File: config.mk
export PLATFORM = sky130hd
export DESIGN_NAME = pirq_ctrl
export DESIGN_NICKNAME = d
export VERILOG_FILES = /design/src/rtl/pirq_pkg.sv /design/src/rtl/pirq_pin_filter.sv /design/src/rtl/pirq_ctrl.sv
export SDC_FILE = /design/constraint.sdc
export NUM_CORES = 1
export LEC_CHECK = 0
export BUFFER_PORTS_ARGS = -buffer_cell sky130_fd_sc_hd__buf_4
export CAP_MARGIN = 40
export CELL_PAD_IN_SITES_DETAIL_PLACEMENT = 0
export CELL_PAD_IN_SITES_GLOBAL_PLACEMENT = 2
export CORE_AREA = 2 2 476 478
export DETAILED_ROUTE_END_ITERATION = 16
export DIE_AREA = 0 0 478 480
export GPL_TIMING_DRIVEN = 0
export PLACE_DENSITY = 0.47
export SYNTH_ARGS = -nofsm -noshare
export SYNTH_HDL_FRONTEND = slang
export SYNTH_HIERARCHICAL = 1
export SYNTH_SLANG_ARGS = --single-unit
File: constraint.sdc
create_clock -name clk -period 3.13 [get_ports clk]
set_input_delay 0.626 -clock clk [delete_from_list [all_inputs] [get_ports clk]]
set_output_delay 0.626 -clock clk [all_outputs]
set_load 0.01 [all_outputs]
File: src/rtl/pirq_pkg.sv
package pirq_pkg;
  localparam int PIRQ_PINS_SMALL = 8;
  localparam int PIRQ_PINS_LARGE = 16;
  localparam int PIRQ_EDGE_GROUPS = 7;
  localparam int PIRQ_LEVEL_GROUP_NUM = 12;
  localparam int PIRQ_GROUP_WIDTH = 32;
  localparam int PIRQ_UNITS = 6;
  localparam int PIRQ_EVENT_LINKS = 2;
  localparam int PIRQ_FILT_SAMPLES = 3;
  localparam int PIRQ_FILT_DIV_W = 8;
  localparam int PIRQ_FILT_DIV1_W = 3;
  localparam int PIRQ_FILT_DIV2_W = 5;
  localparam int PIRQ_FILT_DIV3_W = 6;
  localparam logic [1:0] PIRQ_DET_LOW = 2'h0;
  localparam logic [1:0] PIRQ_DET_FALL = 2'h1;
  localparam logic [1:0] PIRQ_DET_RISE = 2'h2;
  localparam logic [1:0] PIRQ_DET_BOTH = 2'h3;
  typedef enum logic [1:0] {
    PIRQ_RUN = 2'b00,
    PIRQ_SLEEP = 2'b01,
    PIRQ_CLKSTOP = 2'b10,
    PIRQ_STANDBY = 2'b11
  } pirq_mode_t;
endpackage

File: src/rtl/pirq_pin_filter.sv
`timescale 1ns/1ps
`default_nettype none
module pirq_pin_filter
  import pirq_pkg::*;
#(
  parameter int SAMPLES = PIRQ_FILT_SAMPLES
)
(
  input wire logic clk,
  input wire logic reset,
  input wire logic pin_sync,
  input wire logic filt_en,
  input wire logic sample_en,
  output logic pin_clean
);
  // Counter is four bits wide, so the run length is capped
  if (SAMPLES < 2 || SAMPLES > 15)
  begin : g_bad_samples
    $error("pirq_pin_filter: SAMPLES out of range");
  end
  logic [3:0] cnt_r, cnt_nxt;
  logic out_r, out_nxt;
  logic last_r, last_nxt;
  always_comb
  begin
    cnt_nxt = cnt_r;
    out_nxt = out_r;
    last_nxt = last_r;
    if (!filt_en)
    begin
      out_nxt = pin_sync;
      last_nxt = pin_sync;
      cnt_nxt = 4'h0;
    end
    else if (sample_en)
    begin
      last_nxt = pin_sync;
      // Level accepted only after SAMPLES equal filter-clock samples
      if (pin_sync != last_r)
        cnt_nxt = 4'h1;
      else if (cnt_r < 4'(SAMPLES))
        cnt_nxt = cnt_r + 4'h1;
      if (pin_sync == last_r && cnt_r + 4'h1 >= 4'(SAMPLES))
        out_nxt = pin_sync;
    end
  end
  always_ff @(posedge clk)
  begin
    if (reset)
    begin
      cnt_r <= 4'h0;
      out_r <= 1'b1;
      last_r <= 1'b1;
    end
    else
    begin
      cnt_r <= cnt_nxt;
      out_r <= out_nxt;
      last_r <= last_nxt;
    end
  end
  assign pin_clean = out_r;
endmodule
`default_nettype wire

File: src/rtl/pirq_ctrl.sv
`timescale 1ns/1ps
`default_nettype none
module pirq_ctrl
  import pirq_pkg::*;
#(
  parameter bit LARGE = 1'b1,
  parameter int NPIN = LARGE ? PIRQ_PINS_LARGE : PIRQ_PINS_SMALL,
  parameter int NPER = 16,
  parameter logic [NPER-1:0] PER_IS_EDGE = '1
)
(
  input wire logic clk,
  input wire logic reset,
  input wire logic [NPIN-1:0] irq_pin,
  input wire logic [2*NPIN-1:0] pin_detect_sel,
  input wire logic [NPIN-1:0] pin_filter_enable_upper,
  input wire logic [2*NPIN-1:0] pin_filter_setting_upper,
  input wire logic [NPIN-1:0] pin_clear,
  input wire logic [NPER-1:0] per_req,
  input wire logic [NPER-1:0] per_enable,
  input wire logic [NPER-1:0] per_ack,
  input wire logic [PIRQ_EVENT_LINKS-1:0] event_link_controller_evt,
  input wire logic [PIRQ_EVENT_LINKS-1:0] event_link_ack,
  input wire logic [PIRQ_EDGE_GROUPS*PIRQ_GROUP_WIDTH-1:0] grp_edge_src,
  input wire logic [PIRQ_GROUP_WIDTH-1:0] grp_level_src,
  input wire logic [(PIRQ_EDGE_GROUPS+1)*PIRQ_GROUP_WIDTH-1:0] group_member_enables,
  input wire logic [PIRQ_EDGE_GROUPS*PIRQ_GROUP_WIDTH-1:0] group_member_clears,
  input wire logic [2*PIRQ_UNITS-1:0] unit_req,
  input wire logic [PIRQ_UNITS-1:0] unit_sel,
  input wire logic [1:0] power_mode,
  input wire logic nmi,
  input wire logic eight_bit_timer_irq,
  input wire logic clock_alarm_irq,
  output logic [NPIN-1:0] pin_pending,
  output logic [NPER-1:0] per_pending,
  output logic [PIRQ_EVENT_LINKS-1:0] event_link_pending,
  output logic [(PIRQ_EDGE_GROUPS+1)*PIRQ_GROUP_WIDTH-1:0] group_source_flags,
  output logic [PIRQ_EDGE_GROUPS:0] group_irq,
  output logic [PIRQ_UNITS-1:0] unit_irq,
  output logic wake
);
  localparam int GW = PIRQ_GROUP_WIDTH;
  localparam int GE = PIRQ_EDGE_GROUPS * GW;
  if (NPIN != (LARGE ? PIRQ_PINS_LARGE : PIRQ_PINS_SMALL))
  begin : g_bad_npin
    $error("pirq_ctrl: NPIN does not match variant");
  end
  if (NPER < 1)
  begin : g_bad_nper
    $error("pirq_ctrl: NPER must be at least one");
  end

  // Pins come from outside: two flops before any use
  logic [NPIN-1:0] s1_r, s2_r, clean, clean_d_r;
  always_ff @(posedge clk)
  begin
    if (reset)
    begin
      s1_r <= '1;
      s2_r <= '1;
    end
    else
    begin
      s1_r <= irq_pin;
      s2_r <= s1_r;
    end
  end

  // Shared filter-clock divider; setting picks 1, 8, 32 or 64 clocks
  logic [PIRQ_FILT_DIV_W-1:0] div_r, div_nxt;
  logic [NPIN-1:0] smp_en;
  always_comb
  begin
    div_nxt = div_r + PIRQ_FILT_DIV_W'(1);
  end
  always_ff @(posedge clk)
  begin
    if (reset)
      div_r <= 8'h00;
    else
      div_r <= div_nxt;
  end

  genvar i;
  generate
    for (i = 0; i < NPIN; i++)
    begin : g_pin
      logic [1:0] fs;
      assign fs = pin_filter_setting_upper[2*i +: 2];
      // One shared divider keeps all pins on a common sample grid
      assign smp_en[i] = (fs == 2'h0) ? 1'b1 :
                         (fs == 2'h1) ? (div_r[PIRQ_FILT_DIV1_W-1:0] == '0) :
                         (fs == 2'h2) ? (div_r[PIRQ_FILT_DIV2_W-1:0] == '0) :
                         (div_r[PIRQ_FILT_DIV3_W-1:0] == '0);
      pirq_pin_filter #(.SAMPLES(PIRQ_FILT_SAMPLES)) u_filt
      (
        .clk(clk),
        .reset(reset),
        .pin_sync(s2_r[i]),
        .filt_en(pin_filter_enable_upper[i]),
        .sample_en(smp_en[i]),
        .pin_clean(clean[i])
      );
    end
  endgenerate

  always_ff @(posedge clk)
  begin
    if (reset)
      clean_d_r <= '1;
    else
      clean_d_r <= clean;
  end

  // Pin detection: each pin an independent source
  logic [NPIN-1:0] pin_r, pin_nxt, rise, fall;
  always_comb
  begin
    pin_nxt = pin_r;
    rise = clean & ~clean_d_r;
    fall = ~clean & clean_d_r;
    for (int k = 0; k < NPIN; k++)
    begin
      unique case (pin_detect_sel[2*k +: 2])
        PIRQ_DET_LOW: pin_nxt[k] = ~clean[k];
        PIRQ_DET_FALL: pin_nxt[k] = fall[k] | (pin_r[k] & ~pin_clear[k]);
        PIRQ_DET_RISE: pin_nxt[k] = rise[k] | (pin_r[k] & ~pin_clear[k]);
        PIRQ_DET_BOTH: pin_nxt[k] = rise[k] | fall[k] | (pin_r[k] & ~pin_clear[k]);
      endcase
    end
  end

  // Peripheral detection type fixed at build time
  logic [NPER-1:0] per_d_r, per_r, per_nxt;
  always_comb
  begin
    for (int k = 0; k < NPER; k++)
      per_nxt[k] = PER_IS_EDGE[k] ? ((per_req[k] & ~per_d_r[k]) | (per_r[k] & ~per_ack[k]))
                                  : per_req[k];
  end

  // Event link requests latch until taken in the small variant; the large variant holds them at zero
  logic [PIRQ_EVENT_LINKS-1:0] ev_r, ev_nxt;
  always_comb
  begin
    ev_nxt = LARGE ? '0 : (event_link_controller_evt | (ev_r & ~event_link_ack));
  end

  // Groups (large variant only): edge groups latch with set over clear, level group follows sources
  logic [(PIRQ_EDGE_GROUPS+1)*GW-1:0] gf_r, gf_nxt;
  logic [PIRQ_EDGE_GROUPS:0] gi_nxt;
  always_comb
  begin
    gf_nxt = '0;
    gi_nxt = '0;
    if (LARGE)
    begin
      gf_nxt[GE-1:0] = grp_edge_src | (gf_r[GE-1:0] & ~group_member_clears);
      gf_nxt[GE +: GW] = grp_level_src;
      for (int g = 0; g <= PIRQ_EDGE_GROUPS; g++)
        gi_nxt[g] = |(gf_nxt[g*GW +: GW] & group_member_enables[g*GW +: GW]);
    end
  end

  // Unit selection of one of two requesters
  logic [PIRQ_UNITS-1:0] ui_nxt;
  always_comb
  begin
    for (int u = 0; u < PIRQ_UNITS; u++)
      ui_nxt[u] = LARGE & (unit_sel[u] ? unit_req[2*u+1] : unit_req[2*u]);
  end

  // Wake decision by power mode; the eight-bit timer cannot end standby, the clock alarm can
  logic wake_nxt, any_en;
  always_comb
  begin
    any_en = (|pin_r) | (|(per_r & per_enable)) | (|ev_r) | (|gi_nxt) | (|ui_nxt);
    unique case (pirq_mode_t'(power_mode))
      PIRQ_RUN: wake_nxt = 1'b0;
      // Sleep keeps every source live, timer and clock alarm included
      PIRQ_SLEEP: wake_nxt = nmi | any_en | eight_bit_timer_irq | clock_alarm_irq;
      PIRQ_CLKSTOP: wake_nxt = nmi | (|pin_r) | eight_bit_timer_irq | clock_alarm_irq;
      PIRQ_STANDBY: wake_nxt = nmi | (|pin_r) | clock_alarm_irq;
    endcase
  end

  logic [PIRQ_EDGE_GROUPS:0] gi_r;
  logic [PIRQ_UNITS-1:0] ui_r;
  logic wake_r;
  always_ff @(posedge clk)
  begin
    if (reset)
    begin
      pin_r <= '0;
      per_d_r <= '0;
      per_r <= '0;
      ev_r <= '0;
      gf_r <= '0;
      gi_r <= '0;
      ui_r <= '0;
      wake_r <= 1'b0;
    end
    else
    begin
      pin_r <= pin_nxt;
      per_d_r <= per_req;
      per_r <= per_nxt;
      ev_r <= ev_nxt;
      gf_r <= gf_nxt;
      gi_r <= gi_nxt;
      ui_r <= ui_nxt;
      wake_r <= wake_nxt;
    end
  end

  assign pin_pending = pin_r;
  assign per_pending = per_r;
  assign event_link_pending = ev_r;
  assign group_source_flags = gf_r;
  assign group_irq = gi_r;
  assign unit_irq = ui_r;
  assign wake = wake_r;
endmodule
`default_nettype wire

---- Yosys cells after proc, flatten, opt, wreduce, memory -nomap -nowiden ----
Cells that the tools add are included.
word-level totals
  output and inout port bits .............. 305
  logic and storage cells ................. 800
  flip-flop bits (word level) ............. 471
  input bits .............................. 925
operators by class
  muxes and demuxes ....................... 183
  bitwise gates (word level) .............. 234
  $add $sub $neg .......................... 17
  $lt $le $gt $ge ......................... 32
  equality and inequality tests ........... 147
  reductions and logical operators ........ 128
operators by type and width
  kind                                                  number
  AND 32 bit                                            8
  OR reduction 256 bit                                  1
  OR reduction 32 bit                                   8
  AND 224 bit                                           1
  NOT 224 bit                                           1
  OR 224 bit                                            1
  two-way mux 1 bit                                     134
  two-way mux 4 bit                                     32
  equality test 2 bit (second input constant)           50
  OR 1 bit                                              90
  NOT 1 bit                                             80
  one-hot mux 1 bit (4 select lines)                    17
  equality test 2 x 1 -> 1 bit (second input constant)  33
  logical NOT 2 bit                                     33
  adder 4 x 1 -> 4 bit (second input constant)          16
  >= comparator 4 x 2 -> 1 bit (second input constant)  16
  < comparator 4 x 2 -> 1 bit (second input constant)   16
  != test 2 x 1 -> 1 bit (second input constant)        32
  AND reduction 2 bit                                   32
  AND 1 bit                                             48
  AND 16 bit                                            3
  NOT 16 bit                                            2
  nonzero test 2 bit                                    16
  OR reduction 16 bit                                   2
  9 further kinds                                       69

---- Logic depth before layout (Yosys ltp) ----
  depth after elaboration ................. 11
  mapped depth ............................ 10

---- Cells and area by module ----
The synthesis kept the hierarchy.
modules (own cells, without submodules)
  module                                  cells each  instances  area an instance (sq um)  sequential area each (sq um)
  pirq_ctrl                               1,718       1          15,712.6                  7,467.2
  pirq_pin_filter at g_pin[0].u_filt ...  35          13         319.1                     120.1
  pirq_pin_filter at g_pin[7].u_filt ...  35          3          311.5                     120.1

---- Worst setup path before layout ----
No wires, ideal clock.
  path kind ............................... register -> register
  start ................................... register div_r[0]
  end ..................................... register g_pin[1].u_filt.out_r
  required time ........................... 3,008 ps
  arrival time ............................ 2,202 ps
  stages on the path, launching flop included .. 11
  library setup time ...................... 122 ps
  buffers on the path ..................... 1
  period minus slack after synthesis ...... 2,324 ps
  path slack .............................. 806 ps
  cell sequence ........................... dfxtp_1 -> inv_1 -> ha_1 -> nor2b_1 -> nand2_1 -> clkbuf_1 -> a22oi_1 -> inv_1 -> or2_1 -> a32o_1 -> a221o_1
between the ends
  cells in the longest elaborated chain, start to end .. 6
ends and longest elaborated chain
  item                                                           RTL line                          RTL
  start: declaration                                             pirq_ctrl.sv:70                   logic [PIRQ_FILT_DIV_W-1:0] div_r, div_nxt;
  start signal: assignment                                       pirq_ctrl.sv:81                   div_r <= div_nxt;
  logical NOT 6 bit / logical NOT 5 bit (equally long branches)  pirq_ctrl.sv:94, pirq_ctrl.sv:93
  two-way mux 1 bit                                              pirq_ctrl.sv:93                   (fs == 2'h2) ? (div_r[PIRQ_FILT_DIV2_W-1:0] == '0) :
  two-way mux 1 bit *                                            pirq_ctrl.sv:92                   (fs == 2'h1) ? (div_r[PIRQ_FILT_DIV1_W-1:0] == '0) :
  two-way mux 1 bit *                                            pirq_ctrl.sv:91                   assign smp_en[i] = (fs == 2'h0) ? 1'b1 :
  via smp_en[1]                                                  pirq_ctrl.sv:71                   logic [NPIN-1:0] smp_en;
  != test 2 x 1 -> 1 bit (no source line) *                      --
  AND reduction 2 bit (no source line) *                         --
  end signal: assignment                                         pirq_pin_filter.sv:58             out_r <= out_nxt;
  end: declaration                                               pirq_pin_filter.sv:22             logic out_r, out_nxt;
Mark *: on every way through the listed nets, which the timed path passes. The rest lies on a longest branch.
A chain may end at the register's enable or synchronous reset.

---- Final worst setup path ----
Same ends and word-level chain as after synthesis.

==> results.tsv <==
metric	value	unit
root cell of the clock tree	clkbuf_16	
fin crit period	2.93	ns
Required @ worst endpoint	3.71	ns
post-route design area	36900	um^2
#FFs+latches synth	469	
Synth async-reset ratio	0	%
synthesis-to-finish area growth	77.5	%
Hold Startpoint	irq_pin[8]	
final setup margin	0.204	ns
Buffers on Ports	1223	
Crit. End Element	flop	
CTS Sinks	469	
clk_lat worst skew	0.69	ns
x dimension of the die	478	um
setup tns final	0	ns
layout cell share with drive strength beyond 1	43.8	%
Post-Syn Area	20800	um^2
endpoints failing hold	0	
CTS tree	built	
Worst Hold Class	input pin to flop	
Via Count	22244	
CP startpoint	div_r[0]$_SDFF_PP0_	
Final Cycle Share	93.5	%
Ys Warns	6	
clock share of power	46.1	%
Hold Crit Depth	2	
Max Fclk	0.342	GHz
Startpoint Class	flop	
relative slew slack	37.9	%
DR iter-0 viols	1154	
final setup violation count	0	
num rows	174	
max-slew violations	0	
TritonCTS buffer count	74	
Pwr Density	508	nW/um^2
ys flop type	dfxtp_1	
first-pass GRT wire length	227	mm
crit path max fanout	10	
Final Skew	0.0264	ns
Leakage Power	16.5	nW
Worst R2R Start	div_r[0]$_SDFF_PP0_	
WL/cell	27.1	um
DIE HEIGHT	480	um
Clock transition at path regs	0.06	ns
unique cell type count in the Yosys netlist	48	
part of the Yosys area used for sequential elements	45.2	%
vias in the first global route	22623	
clk buf depth	3	
RSZ-0062 raised after global routing	false	
Initial Util	9.28	%
Tightest Pin Transition	0.905	ns
die area	229000	um^2
CTS H-tree depth	3	
DRC	0	
GRT Total Usage	15.2	%
Ports	1230	
sw frac	29.6	%
crit path kind	flop to flop	
pre-CTS setup slack	-0.955	ns
initial antenna violation count	96	
largest net degree at the start of global routing	54	
max_cap viols	0	
Power Total	18.8	mW
global route overflow	0	
RD Place Congestion	0.900	
Net Sw Power	5.56	mW
ANT nets after route	0	
Gate power share	18.5	%
DR pass1 iterations	5	
outcome	finished, final reports clean	
DRT Wirelength	182	mm
Via density	3.32	
worst reg-to-reg path cell count	10	
sequential share of power	35.4	%
DP Area	34300	um^2
HPWL after DPL	162	mm
average cell area after synthesis	9.13	um^2
Internal Power	13.2	mW
post-layout net count	4618	
Syn Inst Count	2278	
CP arrival	3.51	ns
number of flops mapped to enable cells by yosys	0	
core box area	224000	um^2
maximum vdd drop	0.311	mV
flip-flops by register name, indices dropped and copies added, names as in the netlist, 8 cells and up:
register                cells
group_source_flags        256
g_pin.u_filt/cnt_r         64
clean_d_r                  16
s1_r                       16
per_pending                16
per_d_r                    16
g_pin.u_filt/last_r        16
s2_r                       16
pin_pending                16
group_irq                   8
g_pin.u_filt/pin_clean     16
critical path, stage by stage, from the launching register on:
cell	delay (ns)
dfxtp_1	0.34
inv_1	0.07
ha_1	0.16
nor2b_4	0.32
nand2_2	0.22
clkbuf_4	0.38
a22oi_1	0.53
inv_1	0.07
or2_1	0.23
a32o_1	0.21
a221o_1	0.28
area by class of cell:
class	count	area (um^2)
well taps	2992	3740
flip-flops and latches	469	9390
diodes	28	70.1
inverters	241	905
fillers	25468	187000
repair buffers	1272	9760
plain buffers	47	200
clock inverters	26	289
clock buffers	101	2140
multi-input cells	1522	10400
stage by stage:
step | std cells | utilization [%] | hold WS [ns]
after floorplan | 2279 | - | 0.389
after global placement | 6494 | 15.1 | 0.395
after detailed placement | 6534 | 15.3 | 0.396
after CTS | 6670 | 16.4 | 0.00295
after global routing | 6682 | 16.5 | 0.0461
final | 6698 | 16.5 | 0.123
synthesized netlist by cell type (14+ instances only):
cell | instances | share of area [%]
a21o_1 | 21 | 0.76
a211oi_1 | 33 | 1.2
a211o_1 | 16 | 0.67
a22o_1 | 14 | 0.59
xor2_1 | 31 | 1.3
xnor2_1 | 18 | 0.76
nor2_1 | 148 | 2.7
ha_1 | 66 | 4.0
clkbuf_1 | 44 | 0.79
a21oi_1 | 110 | 2.6
mux2i_1 | 38 | 1.8
nand2_1 | 33 | 0.60
or2_2 | 48 | 1.4
o21ba_2 | 142 | 6.8
inv_1 | 241 | 4.4
o21ai_0 | 135 | 3.2
a22oi_1 | 37 | 1.3
nor3_1 | 31 | 0.75
o21ai_1 | 44 | 1.1
o2111ai_1 | 47 | 2.0
nand2b_1 | 49 | 1.5
dfxtp_1 | 469 | 45
nor2b_1 | 267 | 8.0
and2_1 | 29 | 0.87
nand3_1 | 45 | 1.1
cell usage in the layout (no fill, tap or decap), drive strengths merged, types with 4 or more instances in the layout:
master | synthesis | layout
o2111ai | 47 | 47
clkbuf | 44 | 145
a211o | 16 | 16
dfxtp | 469 | 469
a32o | 13 | 13
a221o | 13 | 13
and2 | 32 | 32
diode | 0 | 28
a22o | 14 | 14
o21ba | 142 | 142
nor3 | 31 | 31
a221oi | 5 | 5
a211oi | 33 | 33
ha | 66 | 66
nor2b | 269 | 269
nor3b | 7 | 7
o22ai | 8 | 8
nand2 | 33 | 33
or4 | 10 | 10
mux2i | 38 | 38
nor2 | 148 | 148
inv | 241 | 247
o21ai | 179 | 179
buf | 3 | 1270
xnor2 | 18 | 18
nor4 | 13 | 13
nand2b | 49 | 49
clkinv | 0 | 15
or2 | 61 | 61
nand3 | 45 | 45
a21boi | 13 | 13
xor2 | 31 | 31
dlygate4sd3 | 0 | 5
a21oi | 110 | 110
a22oi | 37 | 37
nand4 | 5 | 5
a21o | 21 | 21
bufinv | 0 | 4
layer usage:
layer / vias up / share of wire (%) / GRT usage [%]
met2: 980 / 48 / 25.7
li1: 10572 / - / -
met4: 28 / 2.5 / 4.48
met3: 237 / 9.4 / 5.78
met5: - / 0.10 / 0
met1: 10427 / 40 / 17.7
final timing paths:
kind / to / slack (ns)
worst min-delay path: s1_r[8]$_SDFF_PP1_ / 0.12
worst min register to register: s2_r[10]$_SDFF_PP1_ / 0.41
worst max-delay path: g_pin[1].u_filt/pin_clean$_SDFFE_PP1P_ / 0.20
worst max register to register: g_pin[1].u_filt/pin_clean$_SDFFE_PP1P_ / 0.20
what timing repair did:
item,in CTS,in global routing
gates resized for setup,16,1
pin swaps,4,0
endpoints found under the setup margin,62,10
buffers inserted,4,0
hold buffers,5,0
endpoints found under the hold margin,5,0
gates cloned,0,0
power groups by stage:
stage	sequential [mW]	clock, mW	combinational (mW)
2_1_floorplan	6.75	0	1.05
3_3_place_gp	6.76	0	3.43
3_5_place_dp	6.76	0	3.51
4_1_cts	6.64	9.11	3.55
5_1_grt	6.68	9.26	3.78
6_report	6.64	8.66	3.47
logic make-up (layout without fill, tap and decap cells):
| kind of cell | count (synthesis) | after routing | share of synthesized area, % |
|---|---|---|---|
| compound gates | 661 | 661 | 22.9 |
| xor+xnor | 49 | 49 | 2.06 |
| fa+ha+maj | 66 | 66 | 3.97 |
| buf+inv | 288 | 1687 | 5.23 |
| flops | 469 | 469 | 45.2 |
| mux | 38 | 38 | 1.83 |
| other cells | 1 | 30 | 0.0180 |
| simple gates | 706 | 706 | 18.8 |
(Power assumes the default switching activity.)
